[src/verilog/pcdaf_map.svh]
// Register offsets, field positions and reset values of the port override block.
`ifndef PCDAF_MAP_SVH
`define PCDAF_MAP_SVH
`define PCDAF_OFF_PORTC  8'h00
`define PCDAF_OFF_DDRC   8'h04
`define PCDAF_OFF_PINC   8'h08
`define PCDAF_OFF_PORTD  8'h0c
`define PCDAF_OFF_DDRD   8'h10
`define PCDAF_OFF_PIND   8'h14
`define PCDAF_OFF_CTRL   8'h18
`define PCDAF_OFF_MASKC  8'h1c
`define PCDAF_OFF_MASKD  8'h20
`define PCDAF_OFF_ISTS   8'h24
`define PCDAF_OFF_IMASK  8'h28
`define PCDAF_CTRL_PUD   0
`define PCDAF_CTRL_PIN_CHANGE_GROUP1_EN 1
`define PCDAF_CTRL_PCIE2 2
`define PCDAF_RST_BYTE   8'h00
`define PCDAF_CMM_EXT    2'h3
`define PCDAF_T2M_SPI    4'h9
`define PCDAF_RESP_OK    2'h0
`define PCDAF_RESP_ERR   2'h2
`endif

[src/verilog/pcdaf_pkg.sv]
// Types shared by the port C and port D alternate function override block.
package pcdaf_pkg;
    typedef struct packed {
        logic       clock_out_fuse;
        logic [1:0] clock_mode_bits;
        logic       clock_input_select;
        logic       clock_source_select;
    } pcdaf_clkcfg_t;
    typedef struct packed {
        logic [3:0] timer2_mode_field;
        logic       timer2_mod_out_1;
        logic       timer2_mod_out_2;
        logic       out_1_en;
        logic       out_2_en;
    } pcdaf_timer2_t;
    typedef struct packed {
        logic out;
        logic oe_n;
        logic pu;
    } pcdaf_pin_t;
    typedef struct packed {
        logic       awready;
        logic       wready;
        logic       bvalid;
        logic [1:0] bresp;
        logic       arready;
        logic       rvalid;
        logic [1:0] rresp;
        logic [7:0] rdata;
        logic       aw_have;
        logic [7:0] waddr;
        logic       w_have;
        logic [7:0] wdata;
        logic       wen;
        logic [2:0] portc;
        logic [2:0] ddrc;
        logic [7:0] portd;
        logic [7:0] ddrd;
        logic       global_pullup_disable;
        logic       pin_change_group1_en;
        logic       pcie2;
        logic [2:0] maskc;
        logic [7:0] maskd;
        logic [1:0] ists;
        logic [1:0] imask;
        logic       irq;
        logic [2:0] pinc;
        logic [7:0] pind;
        logic [2:0] pc_out;
        logic [2:0] pc_oe_n;
        logic [2:0] pc_pu;
        logic [7:0] pd_out;
        logic [7:0] pd_oe_n;
        logic [7:0] pd_pu;
        logic [2:0] pcint_c;
        logic [7:0] pcint_d;
        logic       ext_clock_in_0;
        logic       ext_clock_in_1;
        logic       serial_data_in_pin;
        logic       ext_irq_0;
        logic       ext_irq_1;
        logic       t3i;
        logic       timer2_capture_in;
    } pcdaf_state_t;
endpackage : pcdaf_pkg

[src/verilog/pcdaf_top.sv]
// Port C and port D alternate function override logic with an AXI4-Lite register slave.
//
// Local design decisions: the register addresses and the AXI4-Lite interface to the registers.
`timescale 1ns/1ps
`include "pcdaf_map.svh"
// Overview of operation
// RULE1 - Clock fuse drives divided clock on C1.
// RULE2 - Clock output continues while reset asserted.
// RULE3 - Clock output: pull-up off, output, I/O clock.
// RULE4 - C0 becomes clock input 0, forced input.
// RULE5 - C0 data, direction, pin read zero.
// RULE6 - D4 becomes clock input 1, forced input.
// RULE7 - D4 data, direction, pin read zero.
// RULE8 - Port C pin-change sources, gated by mask.
// RULE9 - Timer2 SPI mode forces D7 input.
// RULE10 - Forced D7 pull-up follows data bit.
// RULE11 - D6 carries timer2 modulator output 2.
// RULE12 - D5 carries timer2 modulator output 1.
// RULE13 - Unused modulator pin stays plain I/O.
// RULE14 - D3 feeds external interrupt 1.
// RULE15 - D2 feeds external interrupt 0.
// RULE16 - D1 feeds external timer count clock.
// RULE17 - Port D pins feed pin-change sources 16..23.
// RULE18 - Global pull-up disable kills all pull-ups.
module pcdaf_top (
    input  wire logic                   CLOCK,
    input  wire logic                   RST_N,
    input  wire logic [7:0]             S_AXI_AWADDR,
    input  wire logic                   S_AXI_AWVALID,
    output logic                        S_AXI_AWREADY,
    input  wire logic [31:0]            S_AXI_WDATA,
    input  wire logic [3:0]             S_AXI_WSTRB,
    input  wire logic                   S_AXI_WVALID,
    output logic                        S_AXI_WREADY,
    output logic [1:0]                  S_AXI_BRESP,
    output logic                        S_AXI_BVALID,
    input  wire logic                   S_AXI_BREADY,
    input  wire logic [7:0]             S_AXI_ARADDR,
    input  wire logic                   S_AXI_ARVALID,
    output logic                        S_AXI_ARREADY,
    output logic [31:0]                 S_AXI_RDATA,
    output logic [1:0]                  S_AXI_RRESP,
    output logic                        S_AXI_RVALID,
    input  wire logic                   S_AXI_RREADY,
    input  wire pcdaf_pkg::pcdaf_clkcfg_t CFG,
    input  wire pcdaf_pkg::pcdaf_timer2_t T2,
    input  wire logic                   CLK_IO_DIV,
    input  wire logic [1:0]             EXT_IRQ_EN,
    input  wire logic [2:0]             PC_IN,
    input  wire logic [7:0]             PD_IN,
    output logic [2:0]                  PC_OUT,
    output logic [2:0]                  PC_OE_N,
    output logic [2:0]                  PC_PULLUP,
    output logic [7:0]                  PD_OUT,
    output logic [7:0]                  PD_OE_N,
    output logic [7:0]                  PD_PULLUP,
    output logic [2:0]                  PC_PCINT,
    output logic [7:0]                  PD_PCINT,
    output logic                        EXT_CLOCK_IN_0,
    output logic                        EXT_CLOCK_IN_1,
    output logic                        SERIAL_DATA_IN,
    output logic                        EXT_IRQ_0,
    output logic                        EXT_IRQ_1,
    output logic                        TIMER_EXT_COUNT_CLOCK,
    output logic                        TIMER2_CAPTURE_IN,
    output logic                        IRQ
);

    pcdaf_pkg::pcdaf_state_t s_reg;
    pcdaf_pkg::pcdaf_state_t s_next;
    pcdaf_pkg::pcdaf_pin_t   pin1_reg;
    pcdaf_pkg::pcdaf_pin_t   pin1_next;
    logic                    clkin0;
    logic                    clkin1;
    logic                    spi;
    logic [2:0]              pc_dir;
    logic [7:0]              pd_dir;
    logic [2:0]              pc_val;
    logic [7:0]              pd_val;
    logic [2:0]              pc_ien;
    logic [7:0]              pd_ien;
    logic [1:0]              ev;
    logic                    hit;
    logic [7:0]              rd;

    ////////////////////////////////////////////////////////////////////////
    // Pin override decode.

    assign clkin0 = (CFG.clock_mode_bits == `PCDAF_CMM_EXT) &&
                    !CFG.clock_input_select && CFG.clock_source_select; // RULE4
    assign clkin1 = (CFG.clock_mode_bits == `PCDAF_CMM_EXT) &&
                    CFG.clock_input_select && CFG.clock_source_select; // RULE6
    assign spi    = (T2.timer2_mode_field == `PCDAF_T2M_SPI); // RULE9
    assign pc_ien = s_reg.maskc & {3{s_reg.pin_change_group1_en}}; // RULE8
    assign pd_ien = s_reg.maskd & {8{s_reg.pcie2}}; // RULE17

    always_comb begin
        s_next = s_reg;
        pin1_next = '{out: 1'b0, oe_n: 1'b1, pu: 1'b0};
        pc_dir = s_reg.ddrc;
        pd_dir = s_reg.ddrd;
        pc_val = s_reg.portc;
        pd_val = s_reg.portd;
        hit    = 1'b1;
        rd     = `PCDAF_RST_BYTE;
        ev     = 2'h0;

        // Direction and value overrides; pull-up is data bit on an input pin unless pull-ups are globally disabled.
        pc_dir[0] = s_reg.ddrc[0] & ~clkin0; // RULE4
        pd_dir[4] = s_reg.ddrd[4] & ~clkin1; // RULE6
        pd_dir[7] = s_reg.ddrd[7] & ~spi; // RULE9
        if (T2.out_1_en) begin
            pd_val[5] = T2.timer2_mod_out_1; // RULE12
        end
        if (T2.out_2_en) begin
            pd_val[6] = T2.timer2_mod_out_2; // RULE11
        end
        s_next.pc_oe_n = ~pc_dir;
        s_next.pc_out  = pc_val;
        s_next.pc_pu   = s_reg.portc & ~pc_dir & {3{~s_reg.global_pullup_disable}}; // RULE18
        s_next.pd_oe_n = ~pd_dir; // RULE13
        s_next.pd_out  = pd_val; // RULE13
        s_next.pd_pu   = s_reg.portd & ~pd_dir & {8{~s_reg.global_pullup_disable}}; // RULE10
        if (CFG.clock_out_fuse) begin
            pin1_next = '{out: CLK_IO_DIV, oe_n: 1'b0, pu: 1'b0}; // RULE1 RULE3
        end else begin
            pin1_next = '{out: pc_val[1], oe_n: ~pc_dir[1], pu: s_next.pc_pu[1]};
        end

        // Alternate function inputs.
        s_next.pinc    = PC_IN;
        s_next.pind    = PD_IN;
        s_next.pcint_c = PC_IN & pc_ien; // RULE8
        s_next.pcint_d = PD_IN & pd_ien; // RULE17
        s_next.ext_clock_in_0   = PC_IN[0] & clkin0; // RULE4
        s_next.ext_clock_in_1   = PD_IN[4] & clkin1; // RULE6
        s_next.serial_data_in_pin    = PD_IN[7] & spi;
        s_next.ext_irq_1    = PD_IN[3] & (EXT_IRQ_EN[1] | pd_ien[3]); // RULE14
        s_next.ext_irq_0    = PD_IN[2] & (EXT_IRQ_EN[0] | pd_ien[2]); // RULE15
        s_next.t3i     = PD_IN[1]; // RULE16
        s_next.timer2_capture_in   = PD_IN[0];
        ev[0] = |((PC_IN ^ s_reg.pinc) & pc_ien);
        ev[1] = |((PD_IN ^ s_reg.pind) & pd_ien);

        // Write channel: address and data are taken in either order.
        if (S_AXI_AWVALID && s_reg.awready) begin
            s_next.aw_have = 1'b1;
            s_next.waddr   = S_AXI_AWADDR;
        end
        if (S_AXI_WVALID && s_reg.wready) begin
            s_next.w_have = 1'b1;
            s_next.wdata  = S_AXI_WDATA[7:0];
            s_next.wen    = S_AXI_WSTRB[0];
        end
        if (s_reg.bvalid && S_AXI_BREADY) begin
            s_next.bvalid = 1'b0;
        end
        if (s_reg.aw_have && s_reg.w_have) begin
            s_next.aw_have = 1'b0;
            s_next.w_have  = 1'b0;
            s_next.bvalid  = 1'b1;
            case (s_reg.waddr)
                `PCDAF_OFF_PORTC: if (s_reg.wen) s_next.portc = s_reg.wdata[2:0];
                `PCDAF_OFF_DDRC:  if (s_reg.wen) s_next.ddrc  = s_reg.wdata[2:0];
                `PCDAF_OFF_PORTD: if (s_reg.wen) s_next.portd = s_reg.wdata;
                `PCDAF_OFF_DDRD:  if (s_reg.wen) s_next.ddrd  = s_reg.wdata;
                `PCDAF_OFF_MASKC: if (s_reg.wen) s_next.maskc = s_reg.wdata[2:0];
                `PCDAF_OFF_MASKD: if (s_reg.wen) s_next.maskd = s_reg.wdata;
                `PCDAF_OFF_IMASK: if (s_reg.wen) s_next.imask = s_reg.wdata[1:0];
                `PCDAF_OFF_PINC, `PCDAF_OFF_PIND: hit = 1'b1;
                `PCDAF_OFF_CTRL: begin
                    if (s_reg.wen) begin
                        s_next.global_pullup_disable   = s_reg.wdata[`PCDAF_CTRL_PUD];
                        s_next.pin_change_group1_en = s_reg.wdata[`PCDAF_CTRL_PIN_CHANGE_GROUP1_EN];
                        s_next.pcie2 = s_reg.wdata[`PCDAF_CTRL_PCIE2];
                    end
                end
                `PCDAF_OFF_ISTS: begin
                    if (s_reg.wen) begin
                        s_next.ists = s_reg.ists & ~s_reg.wdata[1:0];
                    end
                end
                default: hit = 1'b0;
            endcase
            s_next.bresp = hit ? `PCDAF_RESP_OK : `PCDAF_RESP_ERR;
        end
        // A change seen in the cycle of a clear still sets the flag.
        s_next.ists = s_next.ists | ev;
        s_next.irq  = |(s_next.ists & s_next.imask);

        // Read channel; a pin claimed as clock input reads as zero.
        case (S_AXI_ARADDR)
            `PCDAF_OFF_PORTC: rd = {5'h00, s_reg.portc & {2'h3, ~clkin0}}; // RULE5
            `PCDAF_OFF_DDRC:  rd = {5'h00, s_reg.ddrc & {2'h3, ~clkin0}}; // RULE5
            `PCDAF_OFF_PINC:  rd = {5'h00, s_reg.pinc & {2'h3, ~clkin0}}; // RULE5
            `PCDAF_OFF_PORTD: rd = s_reg.portd & ~{3'h0, clkin1, 4'h0}; // RULE7
            `PCDAF_OFF_DDRD:  rd = s_reg.ddrd & ~{3'h0, clkin1, 4'h0}; // RULE7
            `PCDAF_OFF_PIND:  rd = s_reg.pind & ~{3'h0, clkin1, 4'h0}; // RULE7
            `PCDAF_OFF_CTRL:  rd = {5'h00, s_reg.pcie2, s_reg.pin_change_group1_en, s_reg.global_pullup_disable};
            `PCDAF_OFF_MASKC: rd = {5'h00, s_reg.maskc};
            `PCDAF_OFF_MASKD: rd = s_reg.maskd;
            `PCDAF_OFF_ISTS:  rd = {6'h00, s_reg.ists};
            `PCDAF_OFF_IMASK: rd = {6'h00, s_reg.imask};
            default:          rd = `PCDAF_RST_BYTE;
        endcase
        if (s_reg.rvalid && S_AXI_RREADY) begin
            s_next.rvalid = 1'b0;
        end
        if (S_AXI_ARVALID && s_reg.arready) begin
            s_next.rvalid = 1'b1;
            s_next.rdata  = rd;
            s_next.rresp  = (S_AXI_ARADDR > `PCDAF_OFF_IMASK || S_AXI_ARADDR[1:0] != 2'h0)
                            ? `PCDAF_RESP_ERR : `PCDAF_RESP_OK;
        end
        s_next.awready = !s_next.aw_have && !s_next.bvalid;
        s_next.wready  = !s_next.w_have && !s_next.bvalid;
        s_next.arready = !s_next.rvalid;
    end

    ////////////////////////////////////////////////////////////////////////
    // State registers.

    always_ff @(posedge CLOCK or negedge RST_N) begin
        if (!RST_N) begin
            s_reg <= '0;
        end else begin
            s_reg <= s_next;
        end
    end

    // The clock output pin has no reset so the clock keeps running in reset.
    always_ff @(posedge CLOCK) begin
        pin1_reg <= pin1_next; // RULE2
    end

    ////////////////////////////////////////////////////////////////////////
    // Outputs.

    assign S_AXI_AWREADY         = s_reg.awready;
    assign S_AXI_WREADY          = s_reg.wready;
    assign S_AXI_BVALID          = s_reg.bvalid;
    assign S_AXI_BRESP           = s_reg.bresp;
    assign S_AXI_ARREADY         = s_reg.arready;
    assign S_AXI_RVALID          = s_reg.rvalid;
    assign S_AXI_RRESP           = s_reg.rresp;
    assign S_AXI_RDATA           = {24'h000000, s_reg.rdata};
    assign PC_OUT                = {s_reg.pc_out[2], pin1_reg.out, s_reg.pc_out[0]};
    assign PC_OE_N               = {s_reg.pc_oe_n[2], pin1_reg.oe_n, s_reg.pc_oe_n[0]};
    assign PC_PULLUP             = {s_reg.pc_pu[2], pin1_reg.pu, s_reg.pc_pu[0]};
    assign PD_OUT                = s_reg.pd_out;
    assign PD_OE_N               = s_reg.pd_oe_n;
    assign PD_PULLUP             = s_reg.pd_pu;
    assign PC_PCINT              = s_reg.pcint_c;
    assign PD_PCINT              = s_reg.pcint_d;
    assign EXT_CLOCK_IN_0        = s_reg.ext_clock_in_0;
    assign EXT_CLOCK_IN_1        = s_reg.ext_clock_in_1;
    assign SERIAL_DATA_IN        = s_reg.serial_data_in_pin;
    assign EXT_IRQ_0             = s_reg.ext_irq_0;
    assign EXT_IRQ_1             = s_reg.ext_irq_1;
    assign TIMER_EXT_COUNT_CLOCK = s_reg.t3i;
    assign TIMER2_CAPTURE_IN     = s_reg.timer2_capture_in;
    assign IRQ                   = s_reg.irq;
endmodule : pcdaf_top

[config.mk]
export PLATFORM = sky130hd
export DESIGN_NAME = pcdaf_top
export DESIGN_NICKNAME = d
export VERILOG_FILES = /design/src/verilog/pcdaf_pkg.sv /design/src/verilog/pcdaf_top.sv
export VERILOG_INCLUDE_DIRS = /design/src /design/src/verilog
export SDC_FILE = /design/constraint.sdc
export NUM_CORES = 1
export LEC_CHECK = 0
export ABC_CLOCK_PERIOD_IN_PS = 2300
export BUFFER_PORTS_ARGS = -buffer_cell sky130_fd_sc_hd__buf_2
export CAP_MARGIN = 20
export CORE_ASPECT_RATIO = 0.7
export CORE_MARGIN = 3
export CORE_UTILIZATION = 40
export CTS_BUF_LIST = sky130_fd_sc_hd__clkbuf_4
export DETAILED_ROUTE_END_ITERATION = 6
export GPL_ROUTABILITY_DRIVEN = 0
export PLACE_DENSITY = 0.64
export SYNTH_ARGS = -nofsm -noshare
export SYNTH_HDL_FRONTEND = slang
export SYNTH_SLANG_ARGS = --single-unit
[constraint.sdc]
create_clock -name CLOCK -period 2.3 [get_ports CLOCK]
set_clock_uncertainty 0.15 [all_clocks]
set_input_delay 0.115 -clock CLOCK [delete_from_list [all_inputs] [get_ports CLOCK]]
set_output_delay 0.115 -clock CLOCK [all_outputs]
set_load 0.01 [all_outputs]
# Word-level counts from Yosys, hierarchy flattened
# Index checks and enable logic that the tools add are counted.
# op_classes
order_cmp,1
n_eq_ne,22
n_mux,21
bitwise_logic,40
reduce_logical,32
# op_table
op,n
8-bit case mux with 11 select lines,1
8-bit AND,8
8-bit by 5-bit == test with 1-bit output (second input constant),8
8-bit by 6-bit == test with 1-bit output (second input constant),6
8-bit by 4-bit == test with 1-bit output (second input constant),4
3-bit AND,8
3-bit AND reduction,7
8-bit by 3-bit == test with 1-bit output (second input constant),2
8-bit zero test,2
1-bit logical AND,12
2-bit two-way mux,6
11-bit two-way mux,1
11-bit OR reduction,1
10-bit two-way mux,1
9-bit two-way mux,1
1-bit AND,8
8-bit by 6-bit > comparator with 1-bit output (second input constant),1
1-bit two-way mux,8
5-bit NOT with 8-bit output,1
8-bit NOT,1
8-bit OR reduction,1
8-bit bitwise XOR,1
3-bit two-way mux,2
1-bit zero test,5
14 further kinds,20
# totals
register_bits,142
inputBits,86
wordCells,161

# Depth between registers and ports, before layout
# Gate-level depths: netlist of the first run.
# depth
ltp_word,9
mapped_depth,8
mapped_depth_nobuf,5

# Worst setup path after synthesis of the first run
# No wires, ideal clock.
# synth_timing
path_type,reg2reg
startpoint,register s_reg[121] (netlist name)
endpoint,"register s_reg, in the netlist pd_val[0]"
arrival_time_ns,1.558
required_ns,2.025
slack_ns,0.467
stages_incl_launch_ff,7
n_path_buf,1
period_less_slack_ns,1.833
path_cell_list,dfrtp_1 -> buf_2 -> nand3_1 -> nor4_1 -> and2b_1 -> nand4_2 -> mux2_2
# synth_via
elab_chain_cells,2
# synth_rtl
element,line_no,source
from (decl),pcdaf_top.sv:69,pcdaf_pkg::pcdaf_state_t s_reg;
from (signal assigned),pcdaf_top.sv:227,s_reg <= s_next;
1-bit logical AND,pcdaf_top.sv:158,if (s_reg.aw_have && s_reg.w_have) begin
3-bit AND reduction (no line),-,
# Every way passes these cells.
# A chain may end at the register's enable or synchronous reset.

# Worst setup path in the final report of the first run
# layout_timing
startpoint,input S_AXI_ARADDR[5]
endpoint,"register s_reg, in the netlist S_AXI_RDATA[0]"
# layout_via
elab_chain_cells,2
# layout_rtl
element,line_no,source
from (decl),pcdaf_top.sv:38,"input wire logic [7:0] S_AXI_ARADDR,"
8-bit by 6-bit == test with 1-bit output (tied with other cells),pcdaf_top.sv:192,case (S_AXI_ARADDR)
8-bit case mux with 11 select lines (*),pcdaf_top.sv:192,
# Every way passes the cells marked *; elsewhere a longest branch is shown, timed or not.

==> results of run 1 <==
synth_stat cells, types with 4 or more instances:
master,instances,area (sq um)
dfrtp_1,132,3300
buf_4,77,578
mux2_2,51,574
nand2_1,42,158
inv_1,17,63.8
nor2_1,14,52.6
a21oi_1,11,55.1
o21ai_0,11,55.1
and3_1,10,62.6
clkbuf_1,10,37.5
mux2i_1,10,100
nor3b_1,9,67.6
xnor2_1,8,70.1
nand3_1,7,35.0
o22ai_1,7,43.8
a222oi_1,5,50.1
buf_2,5,25.0
nor2b_1,5,31.3
nor4_1,5,31.3
a22o_1,4,35.0
cell type report:
| class | instances | area [sq um] |
|---|---|---|
| clock buffers | 20 | 150 |
| clock inverters | 11 | 109 |
| fillers | 1311 | 7010 |
| inverters | 17 | 63.8 |
| multi-input cells | 279 | 2000 |
| flip-flops and latches | 135 | 3360 |
| well taps | 190 | 238 |
| repair buffers | 192 | 1310 |
through the flow:
stage	worst slack [ps]	cell area (sq um)	std cells	power, mW	hold slack, ps
4_1_cts	99.3	7210	844	5.55	1.37
3_3_place_gp	241	6380	757	3.94	-13.8
5_1_grt	12.2	7230	844	5.80	7.81
2_1_floorplan	467	6060	524	3.65	-331
6_report	79.3	7230	844	5.51	29.8
3_5_place_dp	188	6380	757	3.98	-11.4
how the worst min path moves through the flow:
stage                               end  slack (ps)  depth (start not counted)
3_5_place_dp     PD_PULLUP[4]$_DFF_PN0_         -10                          1
5_1_grt            PD_OE_N[4]$_DFF_PN0_           8                          3
3_3_place_gp     PD_PULLUP[4]$_DFF_PN0_         -10                          1
4_1_cts          PD_PULLUP[4]$_DFF_PN0_           1                          3
6_report          PD_PCINT[4]$_DFF_PN0_          30                          3
2_1_floorplan  EXT_CLOCK_IN_0$_DFF_PN0_        -330                          0
worst max-delay path: cells and delay by family:
family,cells,cell delay [ps]
compound gates,2,240
buf+inv,3,1380
simple gates,2,780
power groups by stage:
stage | Combinational (mW) | Sequential [mW] | Clock [mW]
floorplan | 0.707 | 2.94 | 0
global placement | 0.865 | 3.07 | 0
detailed placement | 0.887 | 3.09 | 0
CTS | 0.979 | 3.04 | 1.52
global route | 1.08 | 3.11 | 1.62
finish | 0.974 | 3.05 | 1.49
cell families after synthesis:
family / synth area share [%]
other cells: 0.0628
simple gates: 11.9
compound gates: 6.75
flops: 56.3
xor+xnor: 1.61
buf+inv: 12.0
mux: 11.3
layer usage:
| metal | GRT usage (%) | up-vias | wire length [um] |
|---|---|---|---|
| met1 | 26.3 | 2083 | 6850 |
| met4 | 6.22 | 0 | 193 |
| li1 | - | 1921 | - |
| met3 | 4.56 | 18 | 1060 |
| met2 | 26.5 | 162 | 6300 |
| met5 | 0 | - | 0 |
repair_timing:
item | in CTS | in global routing
hold buffers | 56 | 0
endpoints found under the hold margin | 197 | 0
endpoints found under the setup margin | 0 | 9
resized for setup | 0 | 3
==> flow_summary.toml, run 1 <==
[status]
status = "finished clean"

[timing]
worstMarginPinSlew_ps = 696
finalWorstPathRequiredPeriod_ps = 2220
tns_ps = 0
fin_crit_sh_pct = 96.6
slew_headroom_pct = 53.5
finalHoldViolations = 0
rsz0062_at_grt = "false"
setup_viol_count_final = 0
fmax_mhz = 450
report.final.slew_viol_count = 0

[grt]
grt_pass1_wl_um = 23100
overflow = 0
grt.total_usage_pct = 18.1
antenna_found_initial = 0
first_global_vias = 4221
grt_max_degree = 51

[yosys]
yosysWarnings = 0
synth_edf_count = 0
syn_area_sq_um = 5970
synth.avg_cell_area_sq_um = 12.0
synthCells = 499
async_reset_ff_share_pct = 97.8
seq_area_frac_synth_pct = 56.3
synth_cell_types = 61
ys_ff_latch = 135
synth-main-ff-cell = "dfrtp_1"

[power]
seqPwrFrac_pct = 55.3
max-vdd-ir-drop_uv = 546
intPower_mw = 3.87
p_per_area_nw_per_um2 = 762
combPwrFrac_pct = 17.7
switching_power_mw = 1.64
clkPwrFrac_pct = 27.0
leakage_nw = 3.59
swShare_pct = 29.8

[job]
maxCapViolations = 0

[cts]
clock_path_buffers = 2
htree_levels = 4
numCtsBuffers = 17
clk_pin_slew_ps = 110
cts_sinks = 135
postCtsSetupBuffers = 0
clk_latency_ps = 520
cts-root-buf = "clkbuf_4"
cts_tree = "done"

[floorplanning]
initial_core_util_pct = 41.9
die_w_um = 152
die_height_um = 108
rows = 36
core_sq_um = 14200
io_pins = 179
fp.dieArea_sq_um = 16400

[worst_setup_path]
critPathKind = "input pin to flip-flop"
cp_max_fo = 7
slowest_delay_ps = 580
rrSetupSlack_ps = 220
critPathMostFrequentCell = "dlygate4sd3_1"
slowest_stage = "dlygate4sd3_1"
endpoint = "S_AXI_RDATA[0]$_DFFE_PN0P_"
startpoint_type = "input pin"
worstPathCellList = "dlygate4sd3_1 > buf_2 > or4b_4 > nor4_1 > dlygate4sd3_1 > a221oi_1 > a41oi_1"
crit_arrival_ps = 2510
reg2regPathDepth = 5
crit_start = "S_AXI_ARADDR[5]"
reg2reg_to = "IRQ$_DFF_PN0_"
crit_path_end_kind = "flip-flop"
r2r-start = "s_reg[78]$_DFFE_PN0P_"
worstPathRequired_ps = 2580

[detailed_routing]
antenna_left = 0
wl_um = 14400
routedWlPerCell_um = 17.1
initialDrtViolationCount = 289
via_per_inst = 4.96
vias = 4184
first_pass_iters = 5
drc = 0

[cells_and_area]
mostFrequentLayoutCells = "dfrtp_1 (132), buf_2 (124), dlygate4sd3_1 (55)"
nNetsFinal = 728
drive_gt1_share_pct = 35.5
largest_reg_flops = 53
area_growth_pct = 21.1
num_antenna_cells = 0
fin_util_pct = 50.8
final_common_cell = "dfrtp_1"

[min_path]
min_path_type = "input pin to asynchronous set/reset pin"

[place]
port_buffers = 125
hpwl_um = 10300
Power figures use the tool's default switching activity.
==> run 2: changes to the inputs <==
--- a/config.mk
+++ b/config.mk
@@ -16,6 +16,7 @@
 export DETAILED_ROUTE_END_ITERATION = 6
 export GPL_ROUTABILITY_DRIVEN = 0
 export PLACE_DENSITY = 0.64
+export REMOVE_ABC_BUFFERS = 1
 export SYNTH_ARGS = -nofsm -noshare
 export SYNTH_HDL_FRONTEND = slang
 export SYNTH_SLANG_ARGS = --single-unit
==> flow_summary.toml, run 2 (same netlist as run 1, synthesis figures left out) <==
[cts]
numCtsBuffers = 17
clock_path_buffers = 2
cts_sinks = 135
postCtsSetupBuffers = 0
cts_tree = "done"
cts-root-buf = "clkbuf_4"
clk_pin_slew_ps = 110
clk_latency_ps = 510
htree_levels = 4

[detailed_routing]
wl_met2_um = 6470
via_per_inst = 4.94
first_pass_iters = 5
drc = 0
wl_met1_um = 6810
antenna_left = 0
top_layer = "met4"
routedWlPerCell_um = 17.1
route.met3.wl_um = 996
wl_um = 14400
vias = 4179
initialDrtViolationCount = 205

[place]
place_inst = 756
hpwl_um = 10300
port_buffers = 125
post_dp_cell_area_sq_um = 6370

[timing]
setup_viol_count_final = 0
fmax_mhz = 478
worstMarginPinSlew_ps = 658
slew_headroom_pct = 56.1
tns_ps = 0
rsz0062_at_grt = "false"
finalWorstPathRequiredPeriod_ps = 2090
fin_crit_sh_pct = 91.0
report.final.slew_viol_count = 0
finalHoldViolations = 0

[floorplanning]
core_sq_um = 14200
die_w_um = 152
die_height_um = 108
io_pins = 179
initial_core_util_pct = 41.9
rows = 36
fp.dieArea_sq_um = 16400

[cells_and_area]
final_area_sq_um = 7290
final_common_cell = "dfrtp_1"
fin_cells = 846
mostFrequentLayoutCells = "dfrtp_1 (132), buf_2 (124), dlygate4sd3_1 (57)"
area_growth_pct = 22.1
num_antenna_cells = 0
nNetsFinal = 729
largest_reg_flops = 53
drive_gt1_share_pct = 35.1

[grt]
grt.total_usage_pct = 18.2
grt_max_degree = 56
overflow = 0
antenna_found_initial = 0
grt_pass1_wl_um = 23400
first_global_vias = 4313

[worst_setup_path]
worstPathCellList = "dlygate4sd3_1 > buf_2 > or4_1 > nor4b_4 > a222oi_1 > nand2_1 > a22o_2"
path_buf_inv = 2
slowest_stage = "or4_1"
worstPathRequired_ps = 2610
crit_path_end_kind = "flip-flop"
rrSetupSlack_ps = 260
critPathKind = "input pin to flip-flop"
slowest_delay_ps = 680
cp_max_fo = 5
critPathTopFamily = "simple AND/OR/NAND/NOR gates"
startpoint_type = "input pin"
crit_arrival_ps = 2410

[power]
p_per_area_nw_per_um2 = 794
leakage_nw = 3.61
max-vdd-ir-drop_uv = 451

[status]
status = "finished clean"

[min_path]
min_path_type = "input pin to flip-flop"

[job]
maxCapViolations = 0
==> run 2: cell type report <==
class	instances	area, sq um
multi-input combinational	279	1990
inverter	17	63.8
tap	190	238
fill	1308	6940
clock inverter	9	150
sequential	135	3360
clock buffer	23	173
timing repair buffer	193	1310
==> run 2: metal layers <==
metal,GRT usage (%),vias to the layer above
li1,-,1927
met1,26.2,2064
met2,27.1,170
met3,5.24,18
met4,4.87,0
met5,0,-
==> run 2: path summary, 6_finish.rpt <==
kind                       cells past startpoint                    from                    endpoint
min in group asynchronous                      4                   RST_N        PD_OE_N[4]$_DFF_PN0_
max                                            7         S_AXI_ARADDR[1]  S_AXI_RDATA[3]$_DFFE_PN0P_
max reg2reg                                    4  s_reg[120]$_DFFE_PN0P_       s_reg[94]$_DFFE_PN0P_
max in group asynchronous                      4                   RST_N       s_reg[75]$_DFFE_PN0P_
min reg2reg                                    1   pd_dir[2]$_DFFE_PN0P_      PD_PULLUP[2]$_DFF_PN0_
min                                            2                PD_IN[7]         s_reg[58]$_DFF_PN0_
==> run 2: what timing repair did <==
| action | in CTS | in global routing |
|---|---|---|
| hold buffers | 58 | 0 |
| gates resized for setup | 0 | 1 |
| endpoints found under the setup margin | 0 | 1 |
| endpoints found under the hold margin | 197 | 0 |
==> run 2: through the flow <==
step                      power (mW)  hold slack [ps]  setup WS, ps  util [%]
final                           5.79              129           207      51.2
after global routing            6.09             95.7           107      51.2
after CTS                       5.84             76.8           141      51.2
after detailed placement        3.98            -87.2           180      44.7
after global placement          3.93            -94.3           212      44.7
after floorplan                 3.51             -331           463         -
==> run 2: report_power, final <==
group,internal [mW],total [mW],switching [mW]
combinational,0.514,0.972,0.459
clock,0.932,1.76,0.824
sequential,2.69,3.06,0.363
total,4.14,5.79,1.65
==> run 3: changes to the inputs <==
--- a/config.mk
+++ b/config.mk
@@ -11,11 +11,11 @@
 export CAP_MARGIN = 20
 export CORE_ASPECT_RATIO = 0.7
 export CORE_MARGIN = 3
-export CORE_UTILIZATION = 40
+export CORE_UTILIZATION = 53
 export CTS_BUF_LIST = sky130_fd_sc_hd__clkbuf_4
 export DETAILED_ROUTE_END_ITERATION = 6
 export GPL_ROUTABILITY_DRIVEN = 0
-export PLACE_DENSITY = 0.64
+export PLACE_DENSITY = 0.81
 export REMOVE_ABC_BUFFERS = 1
 export SYNTH_ARGS = -nofsm -noshare
 export SYNTH_HDL_FRONTEND = slang
==> flow_summary.toml, run 3 (same netlist as run 1, synthesis figures left out) <==
[worst_setup_path]
startpoint_type = "flip-flop"
worstPathRequired_ps = 2550
crit_arrival_ps = 2430
critPathKind = "flip-flop to flip-flop"
cp_max_fo = 8
crit_path_end_kind = "flip-flop"

[detailed_routing]
drc = 0
initialDrtViolationCount = 369
first_pass_iters = 5
antenna_left = 0
routedWlPerCell_um = 18.0
vias = 4257
wl_um = 14400
via_per_inst = 5.32

[timing]
finalHoldViolations = 0
worstMarginPinSlew_ps = 615
tns_ps = 0
report.final.slew_viol_count = 0
slew_headroom_pct = 59.0
rsz0062_at_grt = "false"
finalWorstPathRequiredPeriod_ps = 2180
layout_setup_ws_ps = 115
fmax_mhz = 458
setup_viol_count_final = 0
fin_crit_sh_pct = 95.0

[grt]
first_global_vias = 4367
grt_max_degree = 49
overflow = 0
antenna_found_initial = 0
grt_pass1_wl_um = 23000
grt.total_usage_pct = 23.5

[cts]
cts-root-buf = "clkbuf_4"
numCtsBuffers = 17
cts_tree = "done"
clock_path_buffers = 2
cts_sinks = 135
clk_pin_slew_ps = 110
ctsResizeCount = 0
htree_levels = 4
clk_latency_ps = 510

[floorplanning]
rows = 31
core_sq_um = 10700
die_height_um = 94.8
io_pins = 179
fp.dieArea_sq_um = 12600
initial_core_util_pct = 56.0
die_w_um = 133

[cells_and_area]
fin_cells = 800
drive_gt1_share_pct = 34.7
final_common_cell = "dfrtp_1"
largest_reg_flops = 53
mostFrequentLayoutCells = "dfrtp_1 (132), buf_2 (124), dlygate4sd3_1 (54)"
fin_util_pct = 67.0
area_growth_pct = 19.7
num_antenna_cells = 0
nNetsFinal = 726

[power]
p_per_area_nw_per_um2 = 770
max-vdd-ir-drop_uv = 756
leakage_nw = 3.57

[status]
status = "finished clean"

[min_path]
min_path_type = "input pin to asynchronous set/reset pin"

[place]
hpwl_um = 9830
port_buffers = 125
place_ws_ps = 167
place_inst = 714

[job]
maxCapViolations = 0
[run 3: worst max-delay path, stage by stage (launching register included)]
cell and delay [ps]:
dfrtp_1 420, nor4_1 500, and2b_1 250, nand4_2 360, mux2_2 400
[run 3: timing repair]
item                      4_1_cts  5_1_grt
hold buffers                   55        0
setup buffers                   0        0
hold endpoints to repair      196        0
[run 3: final cells by class]
cell class                 count  area [sq um]
clock buffer                  20           150
clock inverter                11           109
multi-input combinational    279          1980
sequential                   135          3360
tap                          148           185
fill                         780          3520
timing repair buffer         190          1290
inverter                      17          63.8
[run 3: report_power, final]
| group | internal [mW] | leakage, nW | switching, mW |
|---|---|---|---|
| registers | 2.69 | 1.72 | 0.359 |
| logic | 0.510 | 1.71 | 0.462 |
| clock network | 0.658 | 0.137 | 0.820 |
| total | 3.86 | 3.57 | 1.64 |
[run 3: routing by layer]
layer | GRT usage [%] | routed length, um
met1 | 32.1 | 6440
met4 | 4.33 | 133
met3 | 6.92 | 1100
met2 | 38.1 | 6720
met5 | 0 | 0
[run 3: metrics by stage]
stage / power [mW] / hold slack, ps / area [sq um]
after floorplan: 3.51 / -331 / 5410
after global placement: 3.91 / -22.7 / 6320
after detailed placement: 3.97 / -13.4 / 6320
after CTS: 5.52 / 1.48 / 7140
after global routing: 5.79 / 8.91 / 7140
final: 5.50 / 35.2 / 7140
[run 3: final timing paths]
kind / start / end / slack (ps) / cells past startpoint
setup / recovery: s_reg[118]$_DFFE_PN0P_ / pd_val[7]$_DFFE_PN0P_ / 120 / 4
hold / removal: RST_N / s_reg[111]$_DFFE_PN0P_ / 40 / 3
setup reg to reg: s_reg[118]$_DFFE_PN0P_ / pd_val[7]$_DFFE_PN0P_ / 120 / 4
hold reg to reg: pd_dir[1]$_DFFE_PN0P_ / PD_PULLUP[1]$_DFF_PN0_ / 290 / 1
max in group asynchronous: RST_N / S_AXI_BRESP[1]$_DFFE_PN0P_ / 1720 / 3
min in group CLOCK: S_AXI_AWVALID / s_reg[121]$_DFF_PN0_ / 40 / 3
